**config.mk**
```make
export PLATFORM = sky130hd
export DESIGN_NAME = psm_power_ctrl
export DESIGN_NICKNAME = d
export VERILOG_FILES = /design/src/common/psm_pkg.sv /design/src/core/psm_power_ctrl.sv
export SDC_FILE = /design/constraint.sdc
export NUM_CORES = 1
export LEC_CHECK = 0
export ABC_CLOCK_PERIOD_IN_PS = 2900
export BUFFER_PORTS_ARGS = -buffer_cell sky130_fd_sc_hd__buf_2
export CAP_MARGIN = 20
export CORE_MARGIN = 5
export CORE_UTILIZATION = 46
export DETAILED_ROUTE_END_ITERATION = 16
export GPL_TIMING_DRIVEN = 0
export HOLD_SLACK_MARGIN = 0.02
export PLACE_DENSITY = 0.74
export SLEW_MARGIN = 20
export SYNTH_ARGS = -nofsm -noshare
export SYNTH_HDL_FRONTEND = slang
export SYNTH_SLANG_ARGS = --single-unit
```
**constraint.sdc**
```tcl
create_clock -name clk -period 2.9 [get_ports clk]
set_clock_uncertainty 0.1 [all_clocks]
set_input_delay 0.435 -clock clk [delete_from_list [all_inputs] [get_ports clk]]
set_output_delay 0.435 -clock clk [all_outputs]
set_load 0.1 [all_outputs]
```
**src/common/psm_pkg.sv**
```systemverilog
// Package: constants, register map and carrier types of the power-mode controller
package psm_pkg;

  // Register indices; byte address is four times the index
  localparam logic [7:0] PSM_IDX_CLKCTL = 8'h2C;
  localparam logic [7:0] PSM_IDX_MODE   = 8'h2D;
  localparam logic [7:0] PSM_IDX_AWSTAT = 8'h2E;
  localparam logic [7:0] PSM_IDX_AWPRE  = 8'h2F;
  localparam int         PSM_ADDR_W     = 10;

  // Main clock control fields
  localparam int PSM_MC_SLOW_BIT = 0;
  localparam int PSM_MC_CP_LSB   = 1;
  localparam int PSM_MC_RTCIE_BIT = 3;

  // Auto-wakeup control/status fields
  localparam int PSM_AW_EN_BIT   = 0;
  localparam int PSM_AW_MEAS_BIT = 1;
  localparam int PSM_AW_FLAG_BIT = 2;

  // Reset values and the forbidden prescaler value
  localparam logic [3:0] PSM_CLKCTL_RST = 4'h0;
  localparam logic [7:0] PSM_AWPRE_RST  = 8'hFF;
  localparam logic [7:0] PSM_AWPRE_ZERO = 8'h00;

  // Instruction and interrupt mask codes
  localparam logic [7:0] PSM_OPC_HALT     = 8'h8E;
  localparam logic [1:0] PSM_CC_ALL_EN    = 2'b10;
  localparam logic [1:0] PSM_CC_CLEARED   = 2'b00;

  // Start-up delays in master clock cycles and fixed wake-up divider
  localparam logic [12:0] PSM_START_SHORT = 13'h0100;
  localparam logic [12:0] PSM_START_LONG  = 13'h1000;
  localparam logic [5:0]  PSM_AWU_FIX_MAX = 6'h3F;

  // Operating modes, one-hot
  typedef enum logic [5:0] {
    PSM_RUN     = 6'b00_0001,
    PSM_WAIT    = 6'b00_0010,
    PSM_HALT    = 6'b00_0100,
    PSM_AHALT   = 6'b00_1000,
    PSM_AWUHALT = 6'b01_0000,
    PSM_STARTUP = 6'b10_0000
  } psm_mode_t;

  // Condition code mask write towards the core
  typedef struct packed {
    logic       push;
    logic       wr;
    logic [1:0] mask;
  } psm_cc_t;

endpackage

```
**src/core/psm_power_ctrl.sv**
```systemverilog
// Power-saving mode controller with APB register slave
//
// The implementer's own choices: the APB interface to the registers and the address map.
`timescale 1ns/1ns
//
// Summary of operation
// - Reset always enters Run on master clock
// - Slow enable divides clock by 2..16
// - Wait during Slow keeps divided peripheral clock
// - Wait stops CPU clock, peripherals keep running
// - Wait entry forces interrupt mask to 10
// - Wait ends on interrupt or reset
// - Interrupt entry pushes CC, loads priority mask
// - Halt with both enables clear enters Halt
// - Halt exit restarts oscillator, waits 256/4096
// - Halt entry forces mask 10, pending wakes
// - Halt stops main oscillator and processing
// - Option bit decides watchdog reset on halt
// - Opcode 8E decodes as halt instruction
// - RTC enable set selects Active-halt
// - Active-halt delay only on reset exit
// - Active-halt entry clears mask, pending wakes
// - Active-halt keeps only oscillator and RTC
// - Active-halt never causes watchdog halt reset
// - Auto-wake enable selects auto-wakeup Halt
// - RC divider expiry sets flag, wakes device
// - Reading auto-wake status clears flag, interrupt
// - Measure bit routes RC clock to capture, in Run mode only
// - Prescaler value is divide factor, zero forbidden

module psm_power_ctrl
  import psm_pkg::*;
#(
  parameter int START_DELAY_LONG = 4096
) (
  input  wire logic                  clk,
  input  wire logic                  rst,
  input  wire logic                  psel,
  input  wire logic                  penable,
  input  wire logic                  pwrite,
  input  wire logic [PSM_ADDR_W-1:0] paddr,
  input  wire logic [31:0]           pwdata,
  output logic [31:0]                prdata,
  output logic                       pready,
  output logic                       pslverr,
  input  wire logic                  instrValid,
  input  wire logic [7:0]            instrOpcode,
  input  wire logic                  waitForInterruptInstruction,
  input  wire logic                  irqPending,
  input  wire logic                  irqHaltWake,
  input  wire logic                  rtcIrq,
  input  wire logic                  irqTake,
  input  wire logic [1:0]            irqLevel,
  input  wire logic                  ccPop,
  input  wire logic [1:0]            ccPopMask,
  input  wire logic                  watchdogEnabled,
  input  wire logic                  watchdogOnHaltOption,
  input  wire logic                  startupLongOption,
  input  wire logic                  autowakeRcClk,
  output logic                       cpuClkEn,
  output logic                       periphClkEn,
  output logic                       mainOscEn,
  output logic                       rtcClkEn,
  output logic                       autowakeRcEnable,
  output logic                       timerCaptureInputTwo,
  output logic                       autowakeIrq,
  output logic                       watchdogResetReq,
  output logic                       cpuResume,
  output psm_cc_t                    ccWrite,
  output psm_mode_t                  modeState
);

  // Elaboration check: the long start-up length
  // must fit the 13-bit start-up counter
  if (START_DELAY_LONG < 2 || START_DELAY_LONG > 8191) begin
    $error("START_DELAY_LONG out of range");
  end

  localparam logic [12:0] START_LONG_CYC = 13'(START_DELAY_LONG);

  ////////////////////////////////////////////////////////////////////////////
  // Register file

  psm_mode_t  mode_reg;
  logic [3:0] clkCtl_reg;
  logic       awEn_reg;
  logic       awMeas_reg;
  logic       awFlag_reg;
  logic [7:0] awPre_reg;
  logic [31:0] rdData_reg;

  logic [7:0] regIdx;
  logic       idxHit;
  logic       setupPh;
  logic       accessPh;
  logic       wrDone;
  logic       rdCsr;
  logic       awExpire;

  assign regIdx   = paddr[PSM_ADDR_W-1:2];
  assign idxHit   = (paddr[1:0] == 2'b00) &&
                    (regIdx == PSM_IDX_CLKCTL || regIdx == PSM_IDX_MODE ||
                     regIdx == PSM_IDX_AWSTAT || regIdx == PSM_IDX_AWPRE);
  assign setupPh  = psel && !penable;
  assign accessPh = psel && penable;
  assign wrDone   = accessPh && pwrite && idxHit;
  assign rdCsr    = accessPh && !pwrite && regIdx == PSM_IDX_AWSTAT && idxHit;
  assign pready   = accessPh;
  assign pslverr  = accessPh && !idxHit;
  assign prdata   = rdData_reg;

  // Read data is captured in the setup cycle, so one wait-free access phase
  always_ff @(posedge clk) begin
    if (rst) begin
      rdData_reg <= 32'h0000_0000;
    end else if (setupPh && !pwrite) begin
      unique case (regIdx)
        PSM_IDX_CLKCTL: rdData_reg <= {28'h000_0000, clkCtl_reg};
        PSM_IDX_MODE:   rdData_reg <= {26'h000_0000, mode_reg};
        PSM_IDX_AWSTAT: rdData_reg <= {29'h0000_0000, awFlag_reg, awMeas_reg, awEn_reg};
        PSM_IDX_AWPRE:  rdData_reg <= {24'h00_0000, awPre_reg};
        default:        rdData_reg <= 32'h0000_0000;
      endcase
    end
  end

  always_ff @(posedge clk) begin
    if (rst) begin
      clkCtl_reg <= PSM_CLKCTL_RST;
      awEn_reg   <= 1'b0;
      awMeas_reg <= 1'b0;
      awPre_reg  <= PSM_AWPRE_RST;
    end else if (wrDone) begin
      if (regIdx == PSM_IDX_CLKCTL) begin
        clkCtl_reg <= pwdata[3:0];
      end
      if (regIdx == PSM_IDX_AWSTAT) begin
        awEn_reg   <= pwdata[PSM_AW_EN_BIT];
        awMeas_reg <= pwdata[PSM_AW_MEAS_BIT];
      end
      if (regIdx == PSM_IDX_AWPRE && pwdata[7:0] != PSM_AWPRE_ZERO) begin
        awPre_reg <= pwdata[7:0];
      end
    end
  end

  // Expiry sets the flag even in the cycle a read clears it
  always_ff @(posedge clk) begin
    if (rst) begin
      awFlag_reg <= 1'b0;
    end else if (awExpire) begin
      awFlag_reg <= 1'b1;
    end else if (rdCsr) begin
      awFlag_reg <= 1'b0;
    end
  end

  assign autowakeIrq = awFlag_reg;

  ////////////////////////////////////////////////////////////////////////////
  // Slow clock divider

  logic       slowEn;
  logic [1:0] slowSel;
  logic       rtcIe;
  logic [3:0] divCnt_reg;
  logic [3:0] divMask;
  logic       slowTick;

  assign slowEn  = clkCtl_reg[PSM_MC_SLOW_BIT];
  assign slowSel = clkCtl_reg[PSM_MC_CP_LSB +: 2];
  assign rtcIe   = clkCtl_reg[PSM_MC_RTCIE_BIT];

  always_ff @(posedge clk) begin
    if (rst) begin
      divCnt_reg <= 4'h0;
    end else begin
      divCnt_reg <= divCnt_reg + 4'h1;
    end
  end

  // Divide by 2, 4, 8 or 16 gives one enable per that many master cycles
  always_comb begin
    divMask  = 4'((5'h02 << slowSel) - 5'h01);
    slowTick = !slowEn || ((divCnt_reg & divMask) == divMask);
  end

  ////////////////////////////////////////////////////////////////////////////
  // Mode sequencer

  logic        haltDecoded;
  logic        haltWdgReset;
  logic        startDone;
  logic [12:0] startCnt_reg;
  logic [12:0] startLen_reg;
  psm_mode_t   mode_next;

  assign haltDecoded  = instrValid && instrOpcode == PSM_OPC_HALT;
  assign haltWdgReset = haltDecoded && watchdogEnabled && watchdogOnHaltOption &&
                        !rtcIe;
  assign startDone    = startCnt_reg == startLen_reg;

  always_comb begin
    mode_next = mode_reg;
    unique case (mode_reg)
      PSM_RUN: begin
        if (haltDecoded && !haltWdgReset) begin
          if (rtcIe) begin
            mode_next = PSM_AHALT;
          end else if (awEn_reg) begin
            mode_next = PSM_AWUHALT;
          end else begin
            mode_next = PSM_HALT;
          end
        end else if (waitForInterruptInstruction) begin
          mode_next = PSM_WAIT;
        end
      end
      PSM_WAIT: begin
        if (irqPending) begin
          mode_next = PSM_RUN;
        end
      end
      PSM_HALT: begin
        if (irqHaltWake) begin
          mode_next = PSM_STARTUP;
        end
      end
      PSM_AHALT: begin
        if (irqHaltWake || rtcIrq) begin
          mode_next = PSM_RUN;
        end
      end
      PSM_AWUHALT: begin
        if (irqHaltWake || awExpire) begin
          mode_next = PSM_STARTUP;
        end
      end
      PSM_STARTUP: begin
        if (startDone) begin
          mode_next = PSM_RUN;
        end
      end
    endcase
  end

  always_ff @(posedge clk) begin
    if (rst) begin
      mode_reg <= PSM_RUN;
    end else begin
      mode_reg <= mode_next;
    end
  end

  // Start-up length latched when the oscillator is restarted
  always_ff @(posedge clk) begin
    if (rst) begin
      startCnt_reg <= 13'h0000;
      startLen_reg <= PSM_START_SHORT;
    end else if (mode_reg != PSM_STARTUP) begin
      startCnt_reg <= 13'h0001;
      startLen_reg <= startupLongOption ? START_LONG_CYC : PSM_START_SHORT;
    end else begin
      startCnt_reg <= startCnt_reg + 13'h0001;
    end
  end

  always_ff @(posedge clk) begin
    if (rst) begin
      cpuResume        <= 1'b0;
      watchdogResetReq <= 1'b0;
    end else begin
      cpuResume        <= mode_reg != PSM_RUN && mode_next == PSM_RUN;
      watchdogResetReq <= mode_reg == PSM_RUN && haltWdgReset;
    end
  end

  // Mask forcing on entry; interrupt push and pop take the same path
  always_ff @(posedge clk) begin
    if (rst) begin
      ccWrite <= '0;
    end else begin
      ccWrite <= '0;
      if (mode_reg == PSM_RUN && mode_next == PSM_AHALT) begin
        ccWrite <= '{push: 1'b0, wr: 1'b1, mask: PSM_CC_CLEARED};
      end else if (mode_reg == PSM_RUN && mode_next != PSM_RUN) begin
        ccWrite <= '{push: 1'b0, wr: 1'b1, mask: PSM_CC_ALL_EN};
      end else if (irqTake) begin
        ccWrite <= '{push: 1'b1, wr: 1'b1, mask: irqLevel};
      end else if (ccPop) begin
        ccWrite <= '{push: 1'b0, wr: 1'b1, mask: ccPopMask};
      end
    end
  end

  ////////////////////////////////////////////////////////////////////////////
  // Clock gating

  logic oscOn;

  assign oscOn       = mode_reg != PSM_HALT && mode_reg != PSM_AWUHALT;
  assign mainOscEn   = oscOn;
  assign rtcClkEn    = oscOn;
  assign cpuClkEn    = mode_reg == PSM_RUN && slowTick;
  assign periphClkEn = (mode_reg == PSM_RUN || mode_reg == PSM_WAIT) && slowTick;
  assign modeState   = mode_reg;

  ////////////////////////////////////////////////////////////////////////////
  // Auto-wakeup timer

  logic       rcPrev_reg;
  logic       rcRise;
  logic [5:0] fixCnt_reg;
  logic [7:0] preCnt_reg;
  logic       measRun;

  assign measRun          = awMeas_reg && mode_reg == PSM_RUN;
  assign autowakeRcEnable = measRun || mode_reg == PSM_AWUHALT;
  assign rcRise           = autowakeRcClk && !rcPrev_reg;
  assign awExpire         = mode_reg == PSM_AWUHALT && rcRise &&
                            fixCnt_reg == PSM_AWU_FIX_MAX && preCnt_reg == awPre_reg;

  always_ff @(posedge clk) begin
    if (rst) begin
      rcPrev_reg           <= 1'b0;
      timerCaptureInputTwo <= 1'b0;
    end else begin
      rcPrev_reg           <= autowakeRcClk;
      timerCaptureInputTwo <= measRun && autowakeRcClk;
    end
  end

  // Fixed divide by 64, then divide by the prescaler value
  always_ff @(posedge clk) begin
    if (rst || mode_reg != PSM_AWUHALT) begin
      fixCnt_reg <= 6'h00;
      preCnt_reg <= 8'h01;
    end else if (rcRise) begin
      fixCnt_reg <= fixCnt_reg + 6'h01;
      if (fixCnt_reg == PSM_AWU_FIX_MAX) begin
        preCnt_reg <= preCnt_reg + 8'h01;
      end
    end
  end
endmodule

```
==> run summary, run 1 <==
Commonest non-fill, non-tap cells in the layout: 75 x buf_2, 64 x dfxtp_1, 61 x nor2_1, 34 x nand2_1, 25 x buf_4
Vias per cell: 5.01
Worst EP required: 2370 ps
Hold Path Class: in -> reg
Commonest non-fill, non-tap cell in the layout: buf_2
Sum of negative setup slack: 0 ps
CTS tree: yes
Floorplan core area: 0.00769 mm^2
Number of flops mapped to enable cells by yosys: 0
Die height: 98.7 um
TritonRoute pass-1 iters: 4
Global placement routability congestion: 0.894
Setup Crit Path Kind: reg -> out
Post-Syn Area: 0.00362 mm^2
Slew @ Worst Pin: 569 ps
Root buffer cell: clkbuf_8
Die width: 98.7 um
Final #Nets: 583
WL/cell: 13.5 um
Cts repair resizes: 0
Worst-Skew Late Latency: 340 ps
Post-route ant nets: 0
ANT cells: 0
Tcrit/Tclk final: 93.1%
Hold Fails Final Rpt: 0
Max Freq: 0.370 GHz
Post-synth ARST share: 0%
Final setup viols: 0
Status: finished clean
Static leakage: 0.00192 uW
Initial antenna violation count: 0
# DRC: 0
RSZ-0062 raised after global routing: false
Overall routing resource usage: 17.1%
Setup Buffers After CTS: 0
Startpoint types: register
Area delta synth->final: 21.3%
Max reg flops: 13
Worst setup EP type: output pin
Gr ovfl total: 0
Buffers on Ports: 71
Cts hold-fix bufs: 0
Dpl hpwl: 6.46 mm
Hold WS: 226 ps
FF+latch count, synth: 70
Pwr Density: 480 mW/mm^2
Max_cap viols: 0
Post-route minimum period: 2700 ps
Die area: 0.00974 mm^2
Slew Limit Fails: 0
Maximum clock path buffer count: 2
Routed via count: 3078
Num CTS Buffers: 9
# clock sinks: 70
Clk pin slew, worst setup/hold paths: 70 ps
Crit path DAT: 2160 ps
Crit Path Max Fanout: 9
Ys Warns: 0
Largest net degree at the start of global routing: 12
# IOs: 123
Initial DRC Count: 106
Post-route cell area: 0.00439 mm^2
Row cnt: 32
H-tree depth: 3
Number of global-route vias before repair: 2876
Syn_area_per_cell: 8.98 um^2
Seq/Total Area, Yosys: 38.7%
First-pass GRT wire length: 13.6 mm
Placement Cell Area: 0.00421 mm^2
Cell variety after synth: 60
Initial Utilization: 47.1%
Reg2reg setup slack: 610 ps
Share of cells above drive strength 1: 27.9%
Worst VDD drop: 0.240 mV
Worst rel slew slack: 61.9%
Post-Route WL: 8.27 mm
Post-Syn Instances: 403
Main synth FF type: dfxtp_1
Yosys cell counts (4+ instances only):
library cell  instances  area (um^2)
nor2_1               62          233
mux2i_1              19          190
xor2_1               23          201
nand4_1               8         50.1
xnor2_1              13          114
dfxtp_1              70         1400
inv_1                 8         30.0
and2_1                5         31.3
buf_2                 4         20.0
nand2_1              34          128
clkbuf_1              8         30.0
o21ai_0               5         25.0
buf_4                25          188
a21oi_1              11         55.1
a22oi_1               6         45.0
and3_1               12         75.1
nor4_1                6         37.5
nor3_1                7         35.0
ha_1                  5         62.6
nand3_1              13         65.1
nor2b_1               4         25.0
worst max-delay path, stage by stage (launching register included):
cell	delay, ps
dfxtp_2	320
buf_2	190
nor3_1	250
nand3_1	380
a21oi_4	240
buf_2	440
metrics by stage:
step                      power [uW]  utilization (%)  setup slack [ps]  cells
after floorplan                 1350                -               174    426
after global placement          1420             54.8               404    599
after detailed placement        1420             54.8               399    599
after CTS                       2130             57.1               201    614
after global routing            2190             57.1              48.5    614
final                           2110             57.1               201    614
report_power, final:
part | switching, uW | total, uW | internal, uW
Sequential | 13.9 | 989 | 975
Combinational | 313 | 410 | 97.6
Clock | 355 | 706 | 351
Total | 681 | 2110 | 1420
worst paths after layout:
| path | from | to | depth (start not counted) |
|---|---|---|---|
| max reg2reg | startCnt_reg[0]$_SDFF_PP0_ | ccWrite[2]$_SDFF_PP0_ | 9 |
| max | modeState[5]$_SDFF_PP0_ | periphClkEn | 5 |
| min | pwdata[6] | awPre_reg[6]$_SDFFE_PP1P_ | 3 |
| min reg2reg | divCnt_reg[0]$_SDFF_PP0_ | divCnt_reg[0]$_SDFF_PP0_ | 1 |
cell type report:
cell class,count,area [um^2]
Buffer,40,264
Multi-Input combinational cell,308,2030
Timing Repair Buffer,71,355
Tap cell,102,128
Clock inverter,3,20.0
Inverter,8,30.0
Fill cell,708,3300
Sequential cell,70,1410
Clock buffer,12,155
cells by family after synthesis:
group / after synthesis / synth area share [%]
mux: 23 / 7.44
fa+ha+maj: 5 / 1.73
buf+inv: 48 / 8.13
other cells: 1 / 0.104
simple gates: 183 / 27.8
xor+xnor: 36 / 8.72
flops: 70 / 38.7
compound gates: 37 / 7.30
metal layers:
metal / part of all wire, % / vias to the layer above / GRT usage (%)
met4: 3.1 / 0 / 8.40
met5: 0 / - / 0
li1: - / 1555 / -
met1: 43 / 1400 / 21.7
met3: 7.3 / 18 / 3.96
met2: 46 / 105 / 27.4
Power figures use the tool's default switching activity.
==> run 2: changes to the inputs <==
--- a/config.mk
+++ b/config.mk
@@ -14,6 +14,7 @@
 export GPL_TIMING_DRIVEN = 0
 export HOLD_SLACK_MARGIN = 0.02
 export PLACE_DENSITY = 0.74
+export REMOVE_ABC_BUFFERS = 1
 export SLEW_MARGIN = 20
 export SYNTH_ARGS = -nofsm -noshare
 export SYNTH_HDL_FRONTEND = slang
==> run 2 against run 1 <==
Net effect: die area unchanged; design area down 6.0%; cell count decreased by 6.0%; sequential cell count unchanged; sequential power hardly changed; utilization shrank 3.4 points.
==> run summary, run 2 (synthesized netlist as in run 1, its figures left out) <==
Initial antenna violation count: 0
Placed Cells: 562
Post-route minimum period: 2630 ps
Cts repair resizes: 0
# clock sinks: 70
Overall routing resource usage: 17.1%
Peak per-stage delay on the critical path: 500 ps
Crit Path Max Fanout: 12
TritonRoute pass-1 iters: 4
Worst rel slew slack: 59.7%
Buffers on Ports: 74
Clk pin slew, worst setup/hold paths: 80 ps
Worst VDD drop: 0.320 mV
Maximum clock path buffer count: 2
Final #Nets: 546
Max reg flops: 13
Max Freq: 0.381 GHz
Comb pwr share: 17.6%
Worst setup EP type: output pin
Row cnt: 32
Delay-heaviest family, CP: simple AND/OR/NAND/NOR gates
Initial DRC Count: 194
Switching part of the total: 32.6%
Clock network fraction of total power: 36.0%
Die width: 98.7 um
Startpoint types: register
Worst EP required: 2370 ps
Root buffer cell: clkbuf_8
Cts hold-fix bufs: 0
Tcrit/Tclk final: 90.5%
RSZ-0062 raised after global routing: false
ANT cells: 0
Status: finished clean
Dpl hpwl: 6.18 mm
Worst-path cell chain: nor3_1 > nand3_1 > a21oi_1 > buf_2
Crit path DAT: 2090 ps
Gr ovfl total: 0
Share of cells above drive strength 1: 22.7%
First-pass GRT wire length: 13.6 mm
Largest net degree at the start of global routing: 29
Final Non-Filler Cells: 577
Hold Fails Final Rpt: 0
Num CTS Buffers: 9
Floorplan core area: 0.00769 mm^2
Reg2reg setup slack: 500 ps
Vias per cell: 5.12
WL/cell: 14.2 um
Pwr Density: 517 mW/mm^2
Max_cap viols: 0
# IOs: 123
Routed via count: 2955
Static leakage: 0.00175 uW
Setup Buffers After CTS: 0
Post-Route WL: 8.18 mm
# DRC: 0
Slew @ Worst Pin: 603 ps
Die area: 0.00974 mm^2
Number of global-route vias before repair: 2942
Sequential power share: 46.4%
Slowest CP cell: dfxtp_1
Sum of negative setup slack: 0 ps
Worst-Skew Late Latency: 350 ps
CTS tree: yes
Die height: 98.7 um
Setup Crit Path Kind: reg -> out
Global placement routability congestion: 0.817
Internal power: 1440 uW
Area delta synth->final: 14.0%
H-tree depth: 3
Post-route ant nets: 0
Commonest non-fill, non-tap cells in the layout: 74 x buf_2, 70 x dfxtp_1, 62 x nor2_1, 34 x nand2_1, 24 x conb_1
Commonest non-fill, non-tap cell in the layout: buf_2
Crit path buf inv count: 1
Slew Limit Fails: 0
Final setup viols: 0
Switching power: 696 uW
Initial Utilization: 47.1%
Hold Path Class: in -> reg
[run 2: cell count changes in the layout (fill, tap and decap cells not counted), sizes merged]
cell,delta
buf,-29
bufinv,+1
clkbuf,-11
clkinv,+2
[run 2: worst min-delay path, stage by stage]
cell     delay [ps]
buf_2            90
mux2i_1          60
nand2_1          60
[run 2: area by class of cell]
| class | instances | area, um^2 |
|---|---|---|
| Sequential cell | 70 | 1400 |
| Tap cell | 102 | 128 |
| Clock buffer | 9 | 124 |
| Multi-Input combinational cell | 308 | 2010 |
| Fill cell | 726 | 3560 |
| Inverter | 8 | 30.0 |
| Clock inverter | 6 | 63.8 |
| Timing Repair Buffer | 74 | 370 |
[run 2: power by group through the flow]
stage	clock (uW)	sequential, uW	combinational (uW)
after detailed placement	0	1010	375
after floorplan	0	1060	246
after global routing	826	990	394
after global placement	0	1010	372
final	767	989	376
after CTS	783	988	376
[run 2: path summary, 6_finish.rpt]
check                               start                         to  cells after the start
setup / recovery  modeState[4]$_SDFF_PP0_                periphClkEn                      4
hold / removal                  pwdata[6]  awPre_reg[6]$_SDFFE_PP1P_                      3
setup reg to reg  modeState[5]$_SDFF_PP0_      ccWrite[2]$_SDFF_PP0_                      7
hold reg to reg    prdata[4]$_SDFFE_PP0P_     prdata[4]$_SDFFE_PP0P_                      2
[run 2: per-layer routing]
metal	global-route usage [%]	part of all wire, %	vias to the layer above	wire length [um]
met5	0	0	-	0
met4	5.25	1.4	0	116
met3	5.10	6.2	13	505
met2	29.2	49	79	3980
met1	20.7	44	1378	3570
li1	-	-	1485	-
[run 2: metrics by stage]
step	power [uW]	hold slack (ps)	area (um^2)	utilization, %	setup slack [ps]
after detailed placement	1390	360	3940	51.2	325
final	2130	217	4130	53.7	274
after floorplan	1310	330	3440	-	-712
after CTS	2150	208	4130	53.7	243
after global placement	1380	352	3940	51.2	365
after global routing	2210	220	4130	53.7	160
==> run 3: changes to the inputs <==
--- a/config.mk
+++ b/config.mk
@@ -8,12 +8,13 @@
 export ABC_CLOCK_PERIOD_IN_PS = 2900
 export BUFFER_PORTS_ARGS = -buffer_cell sky130_fd_sc_hd__buf_2
 export CAP_MARGIN = 20
+export CORE_ASPECT_RATIO = 0.8
 export CORE_MARGIN = 5
-export CORE_UTILIZATION = 46
+export CORE_UTILIZATION = 50
 export DETAILED_ROUTE_END_ITERATION = 16
 export GPL_TIMING_DRIVEN = 0
 export HOLD_SLACK_MARGIN = 0.02
-export PLACE_DENSITY = 0.74
+export PLACE_DENSITY = 0.8
 export REMOVE_ABC_BUFFERS = 1
 export SLEW_MARGIN = 20
 export SYNTH_ARGS = -nofsm -noshare
==> run 3 against run 2 <==
Net effect: utilization grew 5.8 points; hold slack got worse by 4.7 ps; critical path depth is the same; combinational power barely moved; highest routed layer unchanged; largest cell class unchanged; count of clock-buffer cells in the layout unchanged; sequential power hardly changed; clock power up 14%; cell count shrank 2.4%; largest power group unchanged; maximum frequency is 0.77% higher; die area shrank 7.1%.
==> run summary, run 3 (synthesized netlist as in run 1, its figures left out) <==
Crit path DAT: 2070 ps
Worst EP required: 2370 ps
Buffers on Ports: 74
Clk pin slew, worst setup/hold paths: 80 ps
Worst VDD drop: 0.369 mV
Pwr Density: 542 mW/mm^2
# DRC: 0
Vias per cell: 5.40
Setup Buffers After CTS: 0
Routed via count: 3042
Worst-Skew Late Latency: 350 ps
Worst rel slew slack: 58.8%
Max_cap viols: 0
# IOs: 123
Max reg flops: 13
TritonRoute pass-1 iters: 5
Cts repair resizes: 0
Gr ovfl total: 0
Slew Limit Fails: 0
Tcrit/Tclk final: 89.8%
Cts hold-fix bufs: 0
Initial Utilization: 52.0%
Status: finished clean
Max Freq: 0.384 GHz
Die area: 0.00905 mm^2
Hold Fails Final Rpt: 0
Startpoint types: register
Number of global-route vias before repair: 2860
Share of cells above drive strength 1: 22.9%
WL/cell: 15.2 um
RSZ-0062 raised after global routing: false
Worst setup EP type: output pin
First-pass GRT wire length: 13.9 mm
Final Non-Filler Cells: 563
Post-route ant nets: 0
Initial DRC Count: 166
Dpl hpwl: 6.35 mm
Overall routing resource usage: 19.1%
H-tree depth: 3
Crit path buf inv count: 1
Floorplan core area: 0.00696 mm^2
# clock sinks: 70
Dpl ws: 292 ps
Num CTS Buffers: 9
Area delta synth->final: 14.5%
Root buffer cell: clkbuf_8
Commonest non-fill, non-tap cell in the layout: buf_2
Commonest non-fill, non-tap cells in the layout: 74 x buf_2, 70 x dfxtp_1, 62 x nor2_1, 34 x nand2_1, 24 x conb_1
Slowest CP cell: dfxtp_1
CTS tree: yes
Setup Crit Path Kind: reg -> out
Die height: 86.1 um
Row cnt: 27
Maximum clock path buffer count: 2
Post-route minimum period: 2610 ps
Initial antenna violation count: 0
PnR worst setup slack: 295 ps
Static leakage: 0.00177 uW
Die width: 105 um
Placed Cells: 547
Crit Path Max Fanout: 10
Global placement routability congestion: 0.928
Peak per-stage delay on the critical path: 470 ps
Final #Nets: 546
Largest net degree at the start of global routing: 29
ANT cells: 0
Slew @ Worst Pin: 617 ps
Worst-path cell chain: nor3_1 > nand3_1 > a21oi_1 > buf_2
Delay-heaviest family, CP: simple AND/OR/NAND/NOR gates
Final setup viols: 0
Post-Route WL: 8.55 mm
Hold Path Class: in -> reg
run 3: changes by cell type in the layout (fill, tap and decap cells not counted):
cell / previous run / this run
inv_6: 0 / 1
bufinv_16: 1 / 2
clkinv_2: 2 / 1
run 3: final cells by class:
| class | instances | area (um^2) |
|---|---|---|
| multi-input combinational | 308 | 2010 |
| fill | 616 | 2820 |
| inverter | 8 | 30.0 |
| sequential | 70 | 1400 |
| tap | 87 | 109 |
| clock buffer | 9 | 124 |
| clock inverter | 7 | 97.6 |
| timing repair buffer | 74 | 370 |
run 3: metal layers:
| metal | vias to the layer above | global-route usage, % | wire [um] |
|---|---|---|---|
| met5 | - | 0 | 0 |
| met1 | 1417 | 25.3 | 3890 |
| met4 | 0 | 5.57 | 104 |
| li1 | 1484 | - | - |
| met2 | 128 | 30.6 | 3870 |
| met3 | 13 | 5.19 | 686 |
run 3: worst paths after layout:
| kind | start | end | slack, ps | cells past startpoint |
|---|---|---|---|---|
| hold / removal | pwdata[6] | awPre_reg[6]$_SDFFE_PP1P_ | 210 | 3 |
| setup / recovery | modeState[5]$_SDFF_PP0_ | periphClkEn | 290 | 4 |
| hold reg to reg | prdata[4]$_SDFFE_PP0P_ | prdata[4]$_SDFFE_PP0P_ | 390 | 2 |
| setup reg to reg | modeState[5]$_SDFF_PP0_ | ccWrite[0]$_SDFF_PP0_ | 440 | 7 |
run 3: worst reg2reg max path: cells and delay by family (launching register included):
| family | cells | cell delay, ps |
|---|---|---|
| DFF | 1 | 630 |
| and+or+nand+nor | 4 | 1160 |
| AOI/OAI and AO/OA | 3 | 470 |
run 3: power by group:
group,switching (uW),leakage [uW],internal (uW)
combinational,307,0.00109,70.8
sequential,14.8,0.000568,974
clock,389,0.000106,487
run 3: through the flow:
step | power, uW | hold WS (ps) | util (%) | area [um^2] | setup TNS [ps]
floorplan | 1310 | 330 | - | 3440 | -1840
global placement | 1380 | 344 | 56.3 | 3920 | 0
detailed placement | 1390 | 376 | 56.3 | 3920 | 0
CTS | 2260 | 199 | 59.5 | 4140 | 0
global route | 2330 | 209 | 59.5 | 4140 | 0
finish | 2240 | 212 | 59.5 | 4140 | 0
